### src/hw/sid_map.vh
// constants for the serial id two-wire slave
// Contract
// - bytes msb first, then one ack slot
// - start: data falls while clock high
// - stop: data rises while clock high
// - repeated start handled like start
// - data change with clock high is condition
// - receive samples data on clock rise
// - transmit drives bit after clock fall
// - master clocks all; slave never stretches
// - always acknowledge own slave address
// - ack holds data low ninth pulse
// - master nack ends read; slave releases
// - first write byte loads pointer
// - ack pointer bytes 00h to 08h only
// - rom writes discarded and not acknowledged
// - pointer advances after write, wraps
// - read starts at current pointer
// - pointer resets to 00h
// - pointer advances per read byte, wraps
// - timeout reset keeps the pointer
// - eight rom bytes plus control byte
// - control keeps bit 0 only
// - mode bit enables stuck-bus timeout
// - rom: family, serial lsb first, crc
// - address lsb gives direction
`ifndef SID_MAP_VH
`define SID_MAP_VH
`define SID_LAST_LOC      4'h8
`define SID_CTRL_LOC      4'h8
`define SID_PTR_RESET     4'h0
`define SID_MODE_RESET    1'b1
`define SID_TIMEOUT_MS    25
`define SID_CLK_KHZ       200000
`define SID_TIMEOUT_CYC   (`SID_TIMEOUT_MS * `SID_CLK_KHZ)
`endif

### src/hw/sid_i2c_slave.v
// two-wire serial id slave: 8 rom bytes and one control byte
`include "sid_map.vh"

module sid_i2c_slave #(
    parameter [6:0]  SLAVE_ADDR  = 7'h50,     // arbitrary default
    parameter [7:0]  FAMILY_CODE = 8'h5a,     // arbitrary value
    parameter [47:0] SERIAL_NUM  = 48'h0123456789ab, // arbitrary value
    parameter [31:0] TIMEOUT_CYC = `SID_TIMEOUT_CYC
) (
    input  wire       mclk,
    input  wire       rst,
    input  wire       sclIn,
    input  wire       sdaIn,
    output wire       sdaOut,
    output wire       sdaOe,
    output wire       smbusModeSelect,
    output wire [3:0] pointerValue,
    output wire       busBusy
);

// ----------------------------------------------------------------
// line synchronisers and edge detection
// ----------------------------------------------------------------
// index 0 is the clock line, index 1 the data line
wire [1:0] pinIn = {sdaIn, sclIn};
wire [1:0] pinSync;                // second synchroniser flop
wire [1:0] pinDly;                 // one cycle later, for edges

// both pins are asynchronous to mclk; each passes two flops and
// only the second one is read onward, so metastability cannot
// reach the protocol logic
genvar g;
generate
    for (g = 0; g < 2; g = g + 1)
    begin : gLineSync
        reg [1:0] sync_reg;
        reg       dly_reg;

        // reset to the idle level so no false edge follows reset
        always @(posedge mclk or posedge rst)
        begin
            if (rst)
            begin
                sync_reg <= 2'h3;
                dly_reg  <= 1'b1;
            end
            else
            begin
                sync_reg <= {sync_reg[0], pinIn[g]};
                dly_reg  <= sync_reg[1];
            end
        end

        assign pinSync[g] = sync_reg[1];
        assign pinDly[g]  = dly_reg;
    end
endgenerate

wire scl     = pinSync[0];
wire sda     = pinSync[1];
wire sclDly  = pinDly[0];
wire sdaDly  = pinDly[1];
wire sclRise = scl & ~sclDly;
wire sclFall = ~scl & sclDly;
// any data move while clock high is a condition; the clock must be
// high on two samples so a data change on the same sample as a clock
// rise is never taken for one
wire startDet = scl & sclDly & sdaDly & ~sda;
wire stopDet  = scl & sclDly & ~sdaDly & sda;

// ----------------------------------------------------------------
// rom contents
// ----------------------------------------------------------------
// crc x^8+x^5+x^4+1, lsb first, over family and serial
function [7:0] crc56;
    input [55:0] d;
    integer i;
    reg [7:0] c;
    reg       fb;
    begin
        c = 8'h00;
        for (i = 0; i < 56; i = i + 1)
        begin
            fb = c[0] ^ d[i];
            c = {1'b0, c[7:1]};
            if (fb)
                c = c ^ 8'h8c;
        end
        crc56 = c;
    end
endfunction

localparam [55:0] ROM_LOW = {SERIAL_NUM, FAMILY_CODE};
localparam [7:0]  ROM_CRC = crc56(ROM_LOW);
// fixed at elaboration: no bus write can ever reach the rom
wire [63:0] romImage = {ROM_CRC, ROM_LOW};

// ----------------------------------------------------------------
// protocol state machine
// ----------------------------------------------------------------
localparam [2:0] ST_IDLE = 3'h0;   // waiting for start
localparam [2:0] ST_ADDR = 3'h1;   // shifting slave address
localparam [2:0] ST_PTR  = 3'h2;   // shifting pointer byte
localparam [2:0] ST_WDAT = 3'h3;   // shifting write data
localparam [2:0] ST_RDAT = 3'h4;   // sending read data
localparam [2:0] ST_ACK  = 3'h5;   // slave ack slot
localparam [2:0] ST_MACK = 3'h6;   // master ack slot

reg [2:0]  state_reg;
reg [2:0]  after_reg;              // state after our ack slot
reg [3:0]  bitCnt_reg;
reg [7:0]  shift_reg;
reg [3:0]  ptr_reg;
reg        mode_reg;
reg        drvLow_reg;
reg        ackNow_reg;             // ack decided for this slot
reg [31:0] toCnt_reg;

// received byte with the current bit appended
wire [7:0] rxByte = {shift_reg[6:0], sda};
wire [7:0] locByte = (ptr_reg == `SID_CTRL_LOC) ? {7'h00, mode_reg}
                   : romImage[{ptr_reg[2:0], 3'h0} +: 8];
// one increment shared by the read and write paths
wire [3:0] ptrInc = (ptr_reg == `SID_LAST_LOC) ? `SID_PTR_RESET
                  : ptr_reg + 4'h1;

// ----------------------------------------------------------------
// bus timeout
// ----------------------------------------------------------------
// the bus shows life when the data line is high at a clock edge or
// the bus sits idle; a clock stuck low, or a data line
// held low even while the clock runs, lets the count climb
wire sclMoved = sclRise | sclFall;
wire busAlive = sda & (sclMoved | scl);
wire toHit    = mode_reg & (toCnt_reg >= TIMEOUT_CYC - 32'h1);

// the count is held at zero while the timeout is disabled so it
// never wraps; the limit is far longer than any legal low data run
always @(posedge mclk or posedge rst)
begin
    if (rst)
        toCnt_reg <= 32'h0;
    else if (busAlive || toHit || !mode_reg)
        toCnt_reg <= 32'h0;
    else
        toCnt_reg <= toCnt_reg + 32'h1;
end

// main sequencing; ack and data only change after a clock fall, so
// the line is steady over every high clock phase, and a condition
// or a timeout overrides whatever state the transfer is in
always @(posedge mclk or posedge rst)
begin
    if (rst)
    begin
        state_reg  <= ST_IDLE;
        after_reg  <= ST_IDLE;
        bitCnt_reg <= 4'h0;
        shift_reg  <= 8'h00;
        ptr_reg    <= `SID_PTR_RESET;
        mode_reg   <= `SID_MODE_RESET;
        drvLow_reg <= 1'b0;
        ackNow_reg <= 1'b0;
    end
    else if (toHit || stopDet)
    begin
        // timeout acts as stop; pointer left alone
        state_reg  <= ST_IDLE;
        drvLow_reg <= 1'b0;
    end
    else if (startDet)
    begin
        // a start aborts any transfer and re-arms the address phase
        state_reg  <= ST_ADDR;
        bitCnt_reg <= 4'h0;
        drvLow_reg <= 1'b0;
    end
    else
    begin
        case (state_reg)
            ST_ADDR, ST_PTR, ST_WDAT:
            begin
                if (sclRise)
                begin
                    shift_reg  <= rxByte;
                    bitCnt_reg <= bitCnt_reg + 4'h1;
                end
                // eighth bit in: settle the ack before the ninth pulse
                else if (sclFall && bitCnt_reg == 4'h8)
                begin
                    bitCnt_reg <= 4'h0;
                    if (state_reg == ST_ADDR)
                    begin
                        if (shift_reg[7:1] == SLAVE_ADDR)
                        begin
                            drvLow_reg <= 1'b1;
                            after_reg  <= shift_reg[0] ? ST_RDAT
                                        : ST_PTR;
                            state_reg  <= ST_ACK;
                        end
                        else
                            state_reg <= ST_IDLE;
                    end
                    else if (state_reg == ST_PTR)
                    begin
                        state_reg <= ST_ACK;
                        after_reg <= ST_WDAT;
                        // beyond the last location: no ack, old pointer
                        if (shift_reg <= {4'h0, `SID_LAST_LOC})
                        begin
                            ptr_reg    <= shift_reg[3:0];
                            drvLow_reg <= 1'b1;
                        end
                    end
                    else
                    begin
                        state_reg <= ST_ACK;
                        after_reg <= ST_WDAT;
                        // rom locations store nothing and get no ack
                        if (ptr_reg == `SID_CTRL_LOC)
                        begin
                            mode_reg   <= shift_reg[0];
                            drvLow_reg <= 1'b1;
                        end
                        ptr_reg <= ptrInc;
                    end
                end
            end
            ST_ACK:
            begin
                // release after ninth pulse, then first read bit
                // the pointer moves as each read byte is loaded
                if (sclFall)
                begin
                    state_reg  <= after_reg;
                    bitCnt_reg <= 4'h0;
                    if (after_reg == ST_RDAT)
                    begin
                        shift_reg  <= {locByte[6:0], 1'b0};
                        drvLow_reg <= ~locByte[7];
                        ptr_reg    <= ptrInc;
                    end
                    else
                        drvLow_reg <= 1'b0;
                end
            end
            ST_RDAT:
            begin
                if (sclFall)
                begin
                    bitCnt_reg <= bitCnt_reg + 4'h1;
                    // eighth fall: free the line for the master's ack
                    if (bitCnt_reg == 4'h7)
                    begin
                        drvLow_reg <= 1'b0;                // release for ack
                        state_reg  <= ST_MACK;
                    end
                    else
                    begin
                        drvLow_reg <= ~shift_reg[7];
                        shift_reg  <= {shift_reg[6:0], 1'b0};
                    end
                end
            end
            ST_MACK:
            begin
                // master ack is sampled while the clock is high
                if (sclRise)
                    ackNow_reg <= ~sda;
                else if (sclFall)
                begin
                    if (ackNow_reg)
                    begin
                        state_reg  <= ST_RDAT;
                        bitCnt_reg <= 4'h0;
                        shift_reg  <= {locByte[6:0], 1'b0};
                        drvLow_reg <= ~locByte[7];
                        ptr_reg    <= ptrInc;
                    end
                    else
                        state_reg <= ST_IDLE;
                end
            end
            // wait for a start; a foreign address also lands here
            ST_IDLE:
                drvLow_reg <= 1'b0;
            default:
                state_reg <= ST_IDLE;
        endcase
    end
end

// ----------------------------------------------------------------
// pin drive and status
// ----------------------------------------------------------------
// open drain: only ever pull low; the clock pin has no driver at
// all, so the master never sees it stretched
assign sdaOut          = 1'b0;
assign sdaOe           = drvLow_reg;
assign smbusModeSelect = mode_reg;
assign pointerValue    = ptr_reg;
assign busBusy         = (state_reg != ST_IDLE);

endmodule // sid_i2c_slave

### config.mk
export PLATFORM = sky130hd
export DESIGN_NAME = sid_i2c_slave
export DESIGN_NICKNAME = d
export VERILOG_FILES = /design/src/hw/sid_i2c_slave.v
export VERILOG_INCLUDE_DIRS = /design/src /design/src/hw
export SDC_FILE = /design/constraint.sdc
export NUM_CORES = 1
export LEC_CHECK = 0
export BUFFER_PORTS_ARGS = -buffer_cell sky130_fd_sc_hd__buf_2
export CORE_UTILIZATION = 62
export CTS_BUF_LIST = sky130_fd_sc_hd__clkbuf_16
export DETAILED_ROUTE_END_ITERATION = 8
export PLACE_DENSITY = 0.88
export SLEW_MARGIN = 10
export SYNTH_ARGS = -nofsm -noshare
export SYNTH_HDL_FRONTEND = slang
export SYNTH_SLANG_ARGS = --single-unit
### constraint.sdc
create_clock -name mclk -period 2.89 [get_ports mclk]
set_input_delay 0.1445 -clock mclk [delete_from_list [all_inputs] [get_ports mclk]]
set_output_delay 0.1445 -clock mclk [all_outputs]
set_load 0.1 [all_outputs]
=== After elaboration in Yosys (flattened, before gate mapping) ===
Cells that the tools add are included.

* Register bits: 63
* Bits of input ports: 4
* Output and inout port bits: 8
* Word-level logic and storage cells: 168

* $add $sub $neg: 3
* Order comparisons: 2
* Eq/ne operators: 42
* Shift operators: 1
* Mux-type cells: 65
* Bitwise logic cells: 22
* Reduce and logical (&&, ||, !) cells: 20

{| class="wikitable"
|+ Operators with widths
! operator !! count
|-
| $mux 4 || 19
|-
| $mux 8 || 9
|-
| $shiftx 64x7->8 const A || 1
|-
| $mux 3 || 15
|-
| $ne 4x4->1 const B || 9
|-
| $add 32x1->32 const B || 1
|-
| $ge 32x23->1 const B || 1
|-
| $mux 32 || 1
|-
| $pmux 8 s4 || 1
|-
| $reduce_and 8->1 || 3
|-
| $ne 2x2->1 const B || 11
|-
| $reduce_and 11->1 || 2
|-
| $ne 3x3->1 const B || 7
|-
| $mux 1 || 16
|-
| $pmux 4 s4 || 1
|-
| $pmux 3 s5 || 1
|-
| $eq 3x3->1 const B || 4
|-
| $ne 6x6->1 const B || 2
|-
| $pmux 4 s3 || 1
|-
| $reduce_and 12->1 || 1
|-
| $not 1->1 || 11
|-
| $and 1x1->1 || 9
|-
| $add 4x1->4 const B || 2
|-
| $eq 4x4->1 const B || 2
|-
| 20 further kinds || 25
|}

=== Depth between registers and ports, before layout ===
Gate-level depths: netlist of run 1.

* Depth after elaboration: 9
* Depth in mapped cells: 8
* Depth with buffers taken out: 8

=== Worst setup path after synthesis of run 1 ===
OpenSTA, ideal clock, no wires.

* Path kind: register to register
* From: register ptr_reg[0] (netlist: pointerValue[0])
* To: register mode_reg (netlist: smbusModeSelect)
* Setup time: 0.078 ns
* Arrival time: 2.199 ns
* Data required time: 2.812 ns
* Path slack: 0.613 ns
* Stages on the path, launching flop included: 9
* Buffers on the path: 1
* Period minus slack after synthesis: 2.277 ns
* Cell sequence: dfrtp_1 inv_1 ha_1 and3_1 clkbuf_1 and4_1 nand2b_1 nor3_1 o22ai_1

* Cells in the longest elaborated chain, start to end: 2

{| class="wikitable"
|+ Ends and longest elaborated chain
! item !! RTL line !! text
|-
| start, declared || sid_i2c_slave.v:113 || <nowiki>reg [3:0] ptr_reg;</nowiki>
|-
| start signal, assigned || sid_i2c_slave.v:160 || <nowiki>ptr_reg <= `SID_PTR_RESET;</nowiki>
|-
| start signal, assigned || sid_i2c_slave.v:211 || <nowiki>ptr_reg <= shift_reg[3:0];</nowiki>
|-
| start signal, assigned || sid_i2c_slave.v:225 || <nowiki>ptr_reg <= ptrInc;</nowiki>
|-
| $eq 4x4->1 (no line) || n/a ||
|-
| $reduce_and 8->1 (no line) || n/a ||
|-
| end signal, assigned || sid_i2c_slave.v:161 || <nowiki>mode_reg <= `SID_MODE_RESET;</nowiki>
|-
| end signal, assigned || sid_i2c_slave.v:222 || <nowiki>mode_reg <= shift_reg[0];</nowiki>
|-
| end, declared || sid_i2c_slave.v:114 || <nowiki>reg mode_reg;</nowiki>
|}

Every way passes these cells.
A chain may end at the register's enable or synchronous reset.

=== Final worst setup path of run 1 ===
* From: register state_reg[1]
* To: register bitCnt_reg[2]

* Cells in the longest elaborated chain, start to end: 4
* Elaborated cells between the ends (all ways): 17
* Classes of those cells: eq/ne: 12; mux: 2; reduce/logical: 3

{| class="wikitable"
|+ Ends and longest elaborated chain
! item !! RTL line !! text
|-
| start, declared || sid_i2c_slave.v:109 || <nowiki>reg [2:0] state_reg;</nowiki>
|-
| start signal, assigned || sid_i2c_slave.v:235 || <nowiki>state_reg <= after_reg;</nowiki>
|-
| $eq 3x1->1 or $eq 3x2->1 (tied branches) || sid_i2c_slave.v:180 || <nowiki>case (state_reg)</nowiki>
|-
| $reduce_or 3->1 || sid_i2c_slave.v:180 ||
|-
| $ne 4x4->1 (no line), or another cell as far along || n/a ||
|-
| $reduce_and 8->1 (no line) or $mux 4 (tied branches) || n/a ||
|-
| end signal, assigned || sid_i2c_slave.v:186 || <nowiki>bitCnt_reg <= bitCnt_reg + 4'h1;</nowiki>
|-
| end signal, assigned || sid_i2c_slave.v:251 || <nowiki>bitCnt_reg <= bitCnt_reg + 4'h1;</nowiki>
|-
| end, declared || sid_i2c_slave.v:111 || <nowiki>reg [3:0] bitCnt_reg;</nowiki>
|}

Parallel ways exist; a longest one is shown, timed or not.

==> results of run 1 <==
## path summary, 6_finish.rpt
kind / slack (ps) / endpoint / cells after the start
max: 530 / bitCnt_reg[2] / 6
min: 360 / gLineSync[1].sync_reg[1] / 0
max reg2reg: 530 / bitCnt_reg[2] / 6
min reg2reg: 360 / gLineSync[1].sync_reg[1] / 0
max in group asynchronous: 1700 / pointerValue[0] / 4
min in group asynchronous: 510 / bitCnt_reg[3] / 3
## critical path, stage by stage (launching register included)
cell	delay [ps]
dfrtp_1	590
inv_1	270
o21ai_0	150
a221oi_1	330
o221ai_1	320
or4b_1	550
nand2_1	80
## synthesized netlist by cell type (all sizes together), types with 2 or more instances
cell	n	area (um^2)
o31ai	5	37.5
and3	8	50.1
a221oi	2	17.5
xnor2	6	52.6
a21oi	8	40.0
a22oi	5	37.5
and4	3	26.3
clkbuf	10	37.5
nand3b	2	15.0
o211ai	2	20.0
or3	2	12.5
mux2	11	128
xor2	15	131
o21ai	20	111
nor4	3	18.8
o22ai	3	18.8
and2	2	12.5
dfrtp	56	1400
nand4	5	46.3
a211o	2	17.5
a21o	2	15.0
nand3	20	113
inv	18	67.6
ha	7	87.6
mux2i	8	80.1
a31oi	5	31.3
buf	4	22.5
a2111oi	2	17.5
nor2	53	199
nor2b	8	50.1
dfstp	7	184
nand2b	5	31.3
nor3	7	35.0
nand2	29	109
or2	2	12.5
a211oi	2	15.0
## per-layer routing
layer  GRT usage (%)  share of wire [%]
met1            35.6                 43
met2            48.7                 50
met3            6.83                5.3
met4            13.1                2.0
met5               0                  0
## layout make-up
class | count | area, um^2
multi-input combinational | 279 | 1760
sequential | 63 | 1590
fill | 369 | 1290
clock buffer | 9 | 225
timing repair buffer | 21 | 140
tap | 70 | 87.6
inverter | 18 | 67.6
clock inverter | 7 | 57.6
## power by group through the flow
stage,registers [mW],logic (mW),clock network [mW]
6_report,1.08,0.569,1.02
5_1_grt,1.10,0.620,1.07
4_1_cts,1.08,0.565,1.03
3_5_place_dp,1.09,0.555,0
3_3_place_gp,1.08,0.536,0
2_1_floorplan,1.09,0.418,0
## cells in the final DEF (no fill, tap or decap), types with 4 or more instances in the layout
| cell | instances |
|---|---|
| a21oi_1 | 8 |
| a22oi_1 | 5 |
| a31oi_1 | 5 |
| and3_1 | 8 |
| buf_2 | 10 |
| buf_4 | 8 |
| clkbuf_16 | 9 |
| conb_1 | 10 |
| dfrtp_1 | 56 |
| dfstp_2 | 7 |
| ha_1 | 7 |
| inv_1 | 19 |
| mux2_2 | 10 |
| mux2i_1 | 8 |
| nand2_1 | 29 |
| nand2b_1 | 5 |
| nand3_1 | 19 |
| nand4_1 | 4 |
| nor2_1 | 53 |
| nor2b_1 | 8 |
| nor3_1 | 7 |
| o21ai_0 | 19 |
| o31ai_1 | 5 |
| xnor2_1 | 6 |
| xor2_1 | 15 |
## cell families (layout without fill, tap and decap cells)
kind of cell / count (synthesis) / count (layout)
buf+inv: 32 / 55
other cells: 1 / 10
xor+xnor: 21 / 21
simple gates: 157 / 157
flops: 63 / 63
fa+ha+maj: 7 / 7
compound gates: 65 / 65
mux: 19 / 19
## per-stage QoR
step / power [mW] / setup WS, ps / hold WS (ps)
5_1_grt: 2.79 / 402 / 362
6_report: 2.68 / 532 / 355
4_1_cts: 2.68 / 582 / 356
2_1_floorplan: 1.50 / 613 / 149
3_5_place_dp: 1.64 / 645 / 251
3_3_place_gp: 1.62 / 710 / 251
==> impl_metrics.env, run 1 <==
export IMPL_synth_compound_area_share_pct=12.8
export IMPL_period_minus_slack_ps=2360
export IMPL_maxCapViolCount=0
export IMPL_syn_inst=365
export IMPL_die_w_um=76.4
export IMPL_yosysWarnings=0
export IMPL_clkSinkCount=63
export IMPL_synth_main_ff_cell="dfrtp_1"
export IMPL_max_clock_freq_mhz=424
export IMPL_largest_reg_flops=32
export IMPL_cp_end_kind="register"
export IMPL_cts_tree="yes"
export IMPL_relSlewSlack_pct=49.7
export IMPL_rows=26
export IMPL_synth_edf_count=0
export IMPL_ant_nets=0
export IMPL_synthArstFlopShare_pct=100
export IMPL_synthAdderAreaFrac_pct=2.55
export IMPL_powerDensity_mw_per_mm2=683
export IMPL_clk_latency_ps=330
export IMPL_htreeDepth=3
export IMPL_cp_max_fo=19
export IMPL_track_usage_pct=29.1
export IMPL_cts_root_buf="clkbuf_16"
export IMPL_cts_buffers=9
export IMPL_critPathArrivalTime_ps=2620
export IMPL_io_pins=12
export IMPL_design_area_mm2=0.00392
export IMPL_pwr_share_seq_pct=40.5
export IMPL_hold_viol=0
export IMPL_internal_power_mw=1.85
export IMPL_synth_top_family_by_area="simple AND/OR/NAND/NOR gates"
export IMPL_worstMarginPinSlew_ps=754
export IMPL_clkTransAtPathRegs_ps=50
export IMPL_area_growth_pct=14.1
export IMPL_worstSetupStartpointType="register"
export IMPL_drcViolationCount=0
export IMPL_netlist_area_mm2=0.00343
export IMPL_first_iter_violations=274
export IMPL_via_per_inst=6.06
export IMPL_clockBufferDepth=2
export IMPL_final_cells=467
export IMPL_pwr_share_clk_pct=38.3
export IMPL_min_delay_start="gLineSync[1].sync_reg[0]"
export IMPL_synthXorXnorAreaFrac_pct=5.36
export IMPL_required_ps=3150
export IMPL_clock_skew_ps=4.69
export IMPL_tns_ps=0
export IMPL_die_y_um=76.4
export IMPL_drtPass1Iterations=5
export IMPL_grt_pass1_wl_mm=13.1
export IMPL_core_mm2=0.00520
export IMPL_min_period_over_period_pct=81.6
export IMPL_dpl_instance_area_mm2=0.00361
export IMPL_cts_resized=0
export IMPL_comb_power_share_pct=21.3
export IMPL_final_core_util_pct=75.3
export IMPL_critical_path_class="register to register"
export IMPL_die_area_mm2=0.00584
export IMPL_dp_cells=448
export IMPL_routed_wl_mm=7.71
export IMPL_rsz0062_at_grt="no"
export IMPL_overflow=0
export IMPL_synth_cell_type_count=58
export IMPL_wire_per_inst_um=16.5
export IMPL_final_nets=403
export IMPL_first_global_vias=2787
export IMPL_grt_max_degree=37
export IMPL_final_layout_size_suffix_gt1_share_pct=14.1
export IMPL_synthMuxAreaShare_pct=6.05
export IMPL_status="complete, no violations"
export IMPL_antenna_found_initial=0
export IMPL_crit_path_start="state_reg[1]"
export IMPL_cts_setup_buffers=0
export IMPL_finalSetupViolations=0
export IMPL_antenna_cells=0
export IMPL_cts_hold_buffers=3
export IMPL_hp_class="register to register"
export IMPL_gp_congestion=0.916
export IMPL_avgSynthCellArea_um2=9.41
export IMPL_dp_hpwl_mm=5.19
export IMPL_reg2reg_from="state_reg[1]"
export IMPL_p_leak_nw=1.78
export IMPL_place_port_buffers=10
export IMPL_vias=2832
export IMPL_sw_frac_of_total_pct=31.0
export IMPL_report_final_slew_viol_count=0
export IMPL_initial_utilization_pct=66.0
export IMPL_yosys_area_share_simple_pct=23.3
export IMPL_yosysSeqAreaShare_pct=46.2
export IMPL_ys_seq_elements=63
export IMPL_power_switching_mw=0.831
export IMPL_peakVddDrop_mv=0.746
Note: power is estimated with default switching activity, not from simulation.
==> run 2: changes to the inputs <==
ABC_AREA = 1   (was default)
CORE_UTILIZATION = 56   (was 62)
PLACE_DENSITY = 0.84   (was 0.88)
clock period = 1.95 ns   (was 2.89 ns; I/O delays follow)
==> impl_metrics.env, run 2 <==
export IMPL_status="complete, no violations"
export IMPL_relSlewSlack_pct=62.7
export IMPL_ys_seq_elements=63
export IMPL_track_usage_pct=24.5
export IMPL_path_cells="ha_4 -> nand2_1 -> nor2_2 -> nand2_1 -> nor2_4 -> inv_2 -> nor2_2 -> inv_2 -> nor3_2 -> nand2_1 -> xor2_1 -> nor2_1"
export IMPL_ant_nets=0
export IMPL_yosys_area_top_type="dfrtp_1"
export IMPL_cpMostUsedCell="nand2_1"
export IMPL_min_period_over_period_pct=93.8
export IMPL_report_final_slew_viol_count=0
export IMPL_wire_per_inst_um=13.6
export IMPL_rr_worst_depth=12
export IMPL_antenna_cells=0
export IMPL_reg2reg_from="toCnt_reg[0]"
export IMPL_yosysMostFrequentCell="nand2_1"
export IMPL_clk_latency_ps=320
export IMPL_holdPathEnd="gLineSync[0].sync_reg[1]"
export IMPL_peakVddDrop_mv=1.15
export IMPL_grt_max_degree=64
export IMPL_drtPass1Iterations=6
export IMPL_cts_tree="yes"
export IMPL_final_layout_size_suffix_gt1_share_pct=20.2
export IMPL_critPathTopFamily="simple AND/OR/NAND/NOR gates"
export IMPL_yosysSeqAreaShare_pct=42.9
export IMPL_overflow=0
export IMPL_avgSynthCellArea_um2=7.86
export IMPL_hp_class="register to register"
export IMPL_synth_main_ff_cell="dfrtp_1"
export IMPL_grt_pass1_wl_mm=13.5
export IMPL_max_stage_delay_ps=410
export IMPL_r2r_setup_slack_ps=120
export IMPL_die_y_um=83.2
export IMPL_synth_common_cells="nand2_1, dfrtp_1, inv_1, nor2_1, nand3_1"
export IMPL_rows=29
export IMPL_die_w_um=83.2
export IMPL_core_mm2=0.00635
export IMPL_final_nets=511
export IMPL_dr_wl_met2_mm=3.77
export IMPL_first_global_vias=3087
export IMPL_route_met3_wl_um=468
export IMPL_maxCapViolCount=0
export IMPL_hold_viol=0
export IMPL_cts_buffers=9
export IMPL_fillers=496
export IMPL_place_port_buffers=10
export IMPL_syn_inst=470
export IMPL_vias=3205
export IMPL_routed_wl_mm=7.89
export IMPL_yosysWarnings=0
export IMPL_htreeDepth=3
export IMPL_first_iter_violations=259
export IMPL_cp_max_fo=3
export IMPL_p_leak_nw=1.98
export IMPL_largest_reg_flops=32
export IMPL_layout_common_cells="nand2_1, inv_1, nor2_1, dfrtp_1, nand3_1"
export IMPL_critical_path_class="register to register"
export IMPL_whs_ps=349
export IMPL_critPathBufInv=2
export IMPL_power_mw=5.20
export IMPL_drcViolationCount=0
export IMPL_max_clock_freq_mhz=547
export IMPL_synth_cell_type_count=40
export IMPL_worstMarginPinSlew_ps=552
export IMPL_r2r_end="toCnt_reg[20]"
export IMPL_io_pins=12
export IMPL_period_minus_slack_ps=1830
export IMPL_cpMaxStageDelayCell="dfrtp_1"
export IMPL_critPathArrivalTime_ps=2020
export IMPL_dp_hpwl_mm=5.45
export IMPL_synthArstFlopShare_pct=100
export IMPL_min_delay_start="gLineSync[0].sync_reg[0]"
export IMPL_clock_skew_ps=7.28
export IMPL_antenna_found_initial=0
export IMPL_area_growth_pct=14.2
export IMPL_finalSetupViolations=0
export IMPL_final_cells=582
export IMPL_cts_root_buf="clkbuf_16"
export IMPL_path_depth=12
export IMPL_required_ps=2150
export IMPL_clockBufferDepth=2
export IMPL_synth_area_top_cells="dfrtp_1, nand2_1, inv_1"
export IMPL_final_core_util_pct=66.4
export IMPL_synth_edf_count=0
export IMPL_cp_end_kind="register"
export IMPL_die_area_mm2=0.00693
export IMPL_powerDensity_mw_per_mm2=1230
export IMPL_hold_path_depth=0
export IMPL_netlist_area_mm2=0.00369
export IMPL_clkSinkCount=63
export IMPL_layout_commonest_cell="nand2_1"
export IMPL_worstSetupStartpointType="register"
export IMPL_synth_top_cell_area_share_pct=37.9
export IMPL_initial_utilization_pct=58.2
export IMPL_dp_cells=563
export IMPL_via_per_inst=5.51
export IMPL_routed_top_layer="met4"
export IMPL_clkTransAtPathRegs_ps=50
export IMPL_wl_met1_mm=3.50
export IMPL_gp_congestion=0.967
## run 2: cell count changes in the layout (fill, tap and decap cells not counted), moves of 9 or more
| cell | delta |
|---|---|
| inv_1 | +39 |
| inv_2 | +10 |
| mux2_2 | -10 |
| nand2_1 | +66 |
| nand2_2 | +9 |
| nand3_1 | +21 |
## run 2: cell families (layout without fill, tap and decap cells)
group,count (synthesis),after routing,share of synthesized area [%]
DFF,63,63,42.9
AOI/OAI and AO/OA,55,55,9.04
buffers and inverters,78,104,9.04
adders and majority gates,7,7,2.37
and+or+nand+nor,254,254,33.7
xor gates and xnor gates,12,12,2.84
other,1,10,0.101
## run 2: final cells by class
type	count	area, um^2	area share [%]
clock buffers	9	225	5.34
well taps	77	96.3	2.28
repair buffers	20	145	3.44
multi-input cells	338	1870	44.2
clock inverters	7	28.8	0.682
flip-flops and latches	63	1590	37.7
inverters	68	265	6.29
## run 2: worst reg2reg max path: stages, from the launching register on
cell and delay [ps]:
dfrtp_1 410, ha_4 170, nand2_1 80, nor2_2 140
nand2_1 120, nor2_4 130, inv_2 40, nor2_2 100
inv_2 60, nor3_2 160, nand2_1 90, xor2_1 150
nor2_1 60
## run 2: what timing repair did
item,CTS,global route
pin swaps,0,4
setup buffers,0,0
hold endpoints to repair,58,0
setup endpoints to repair,2,44
hold buffers,3,0
resized for setup,1,15
## run 2: metal layers
| layer | track usage (%) | vias to the layer above |
|---|---|---|
| met1 | 32.6 | 1504 |
| met5 | 0 | - |
| met4 | 13.2 | 0 |
| met2 | 38.2 | 116 |
| li1 | - | 1568 |
| met3 | 4.37 | 17 |
## run 2: worst max path at each step
| stage | from | endpoint | slack [ps] |
|---|---|---|---|
| 2_1_floorplan | pointerValue[0] | sdaOe | 10 |
| 3_3_place_gp | toCnt_reg[0] | pointerValue[0] | 110 |
| 3_5_place_dp | toCnt_reg[0] | pointerValue[2] | 40 |
| 4_1_cts | toCnt_reg[0] | state_reg[2] | 60 |
| 5_1_grt | toCnt_reg[0] | toCnt_reg[20] | -20 |
| 6_report | toCnt_reg[0] | toCnt_reg[20] | 120 |
## run 2: where the power goes
part	total (mW)	internal, mW	switching [mW]
Clock	1.35	0.829	0.526
Combinational	2.14	0.625	1.52
Sequential	1.71	1.49	0.220
## run 2: per-stage QoR
step	area, um^2	TNS (ps)	setup WS [ps]
after global routing	4220	-21.0	-21.0
after floorplan	3730	0	12.6
after global placement	3870	0	114
final	4220	0	121
after CTS	4160	0	55.1
after detailed placement	3870	0	39.1
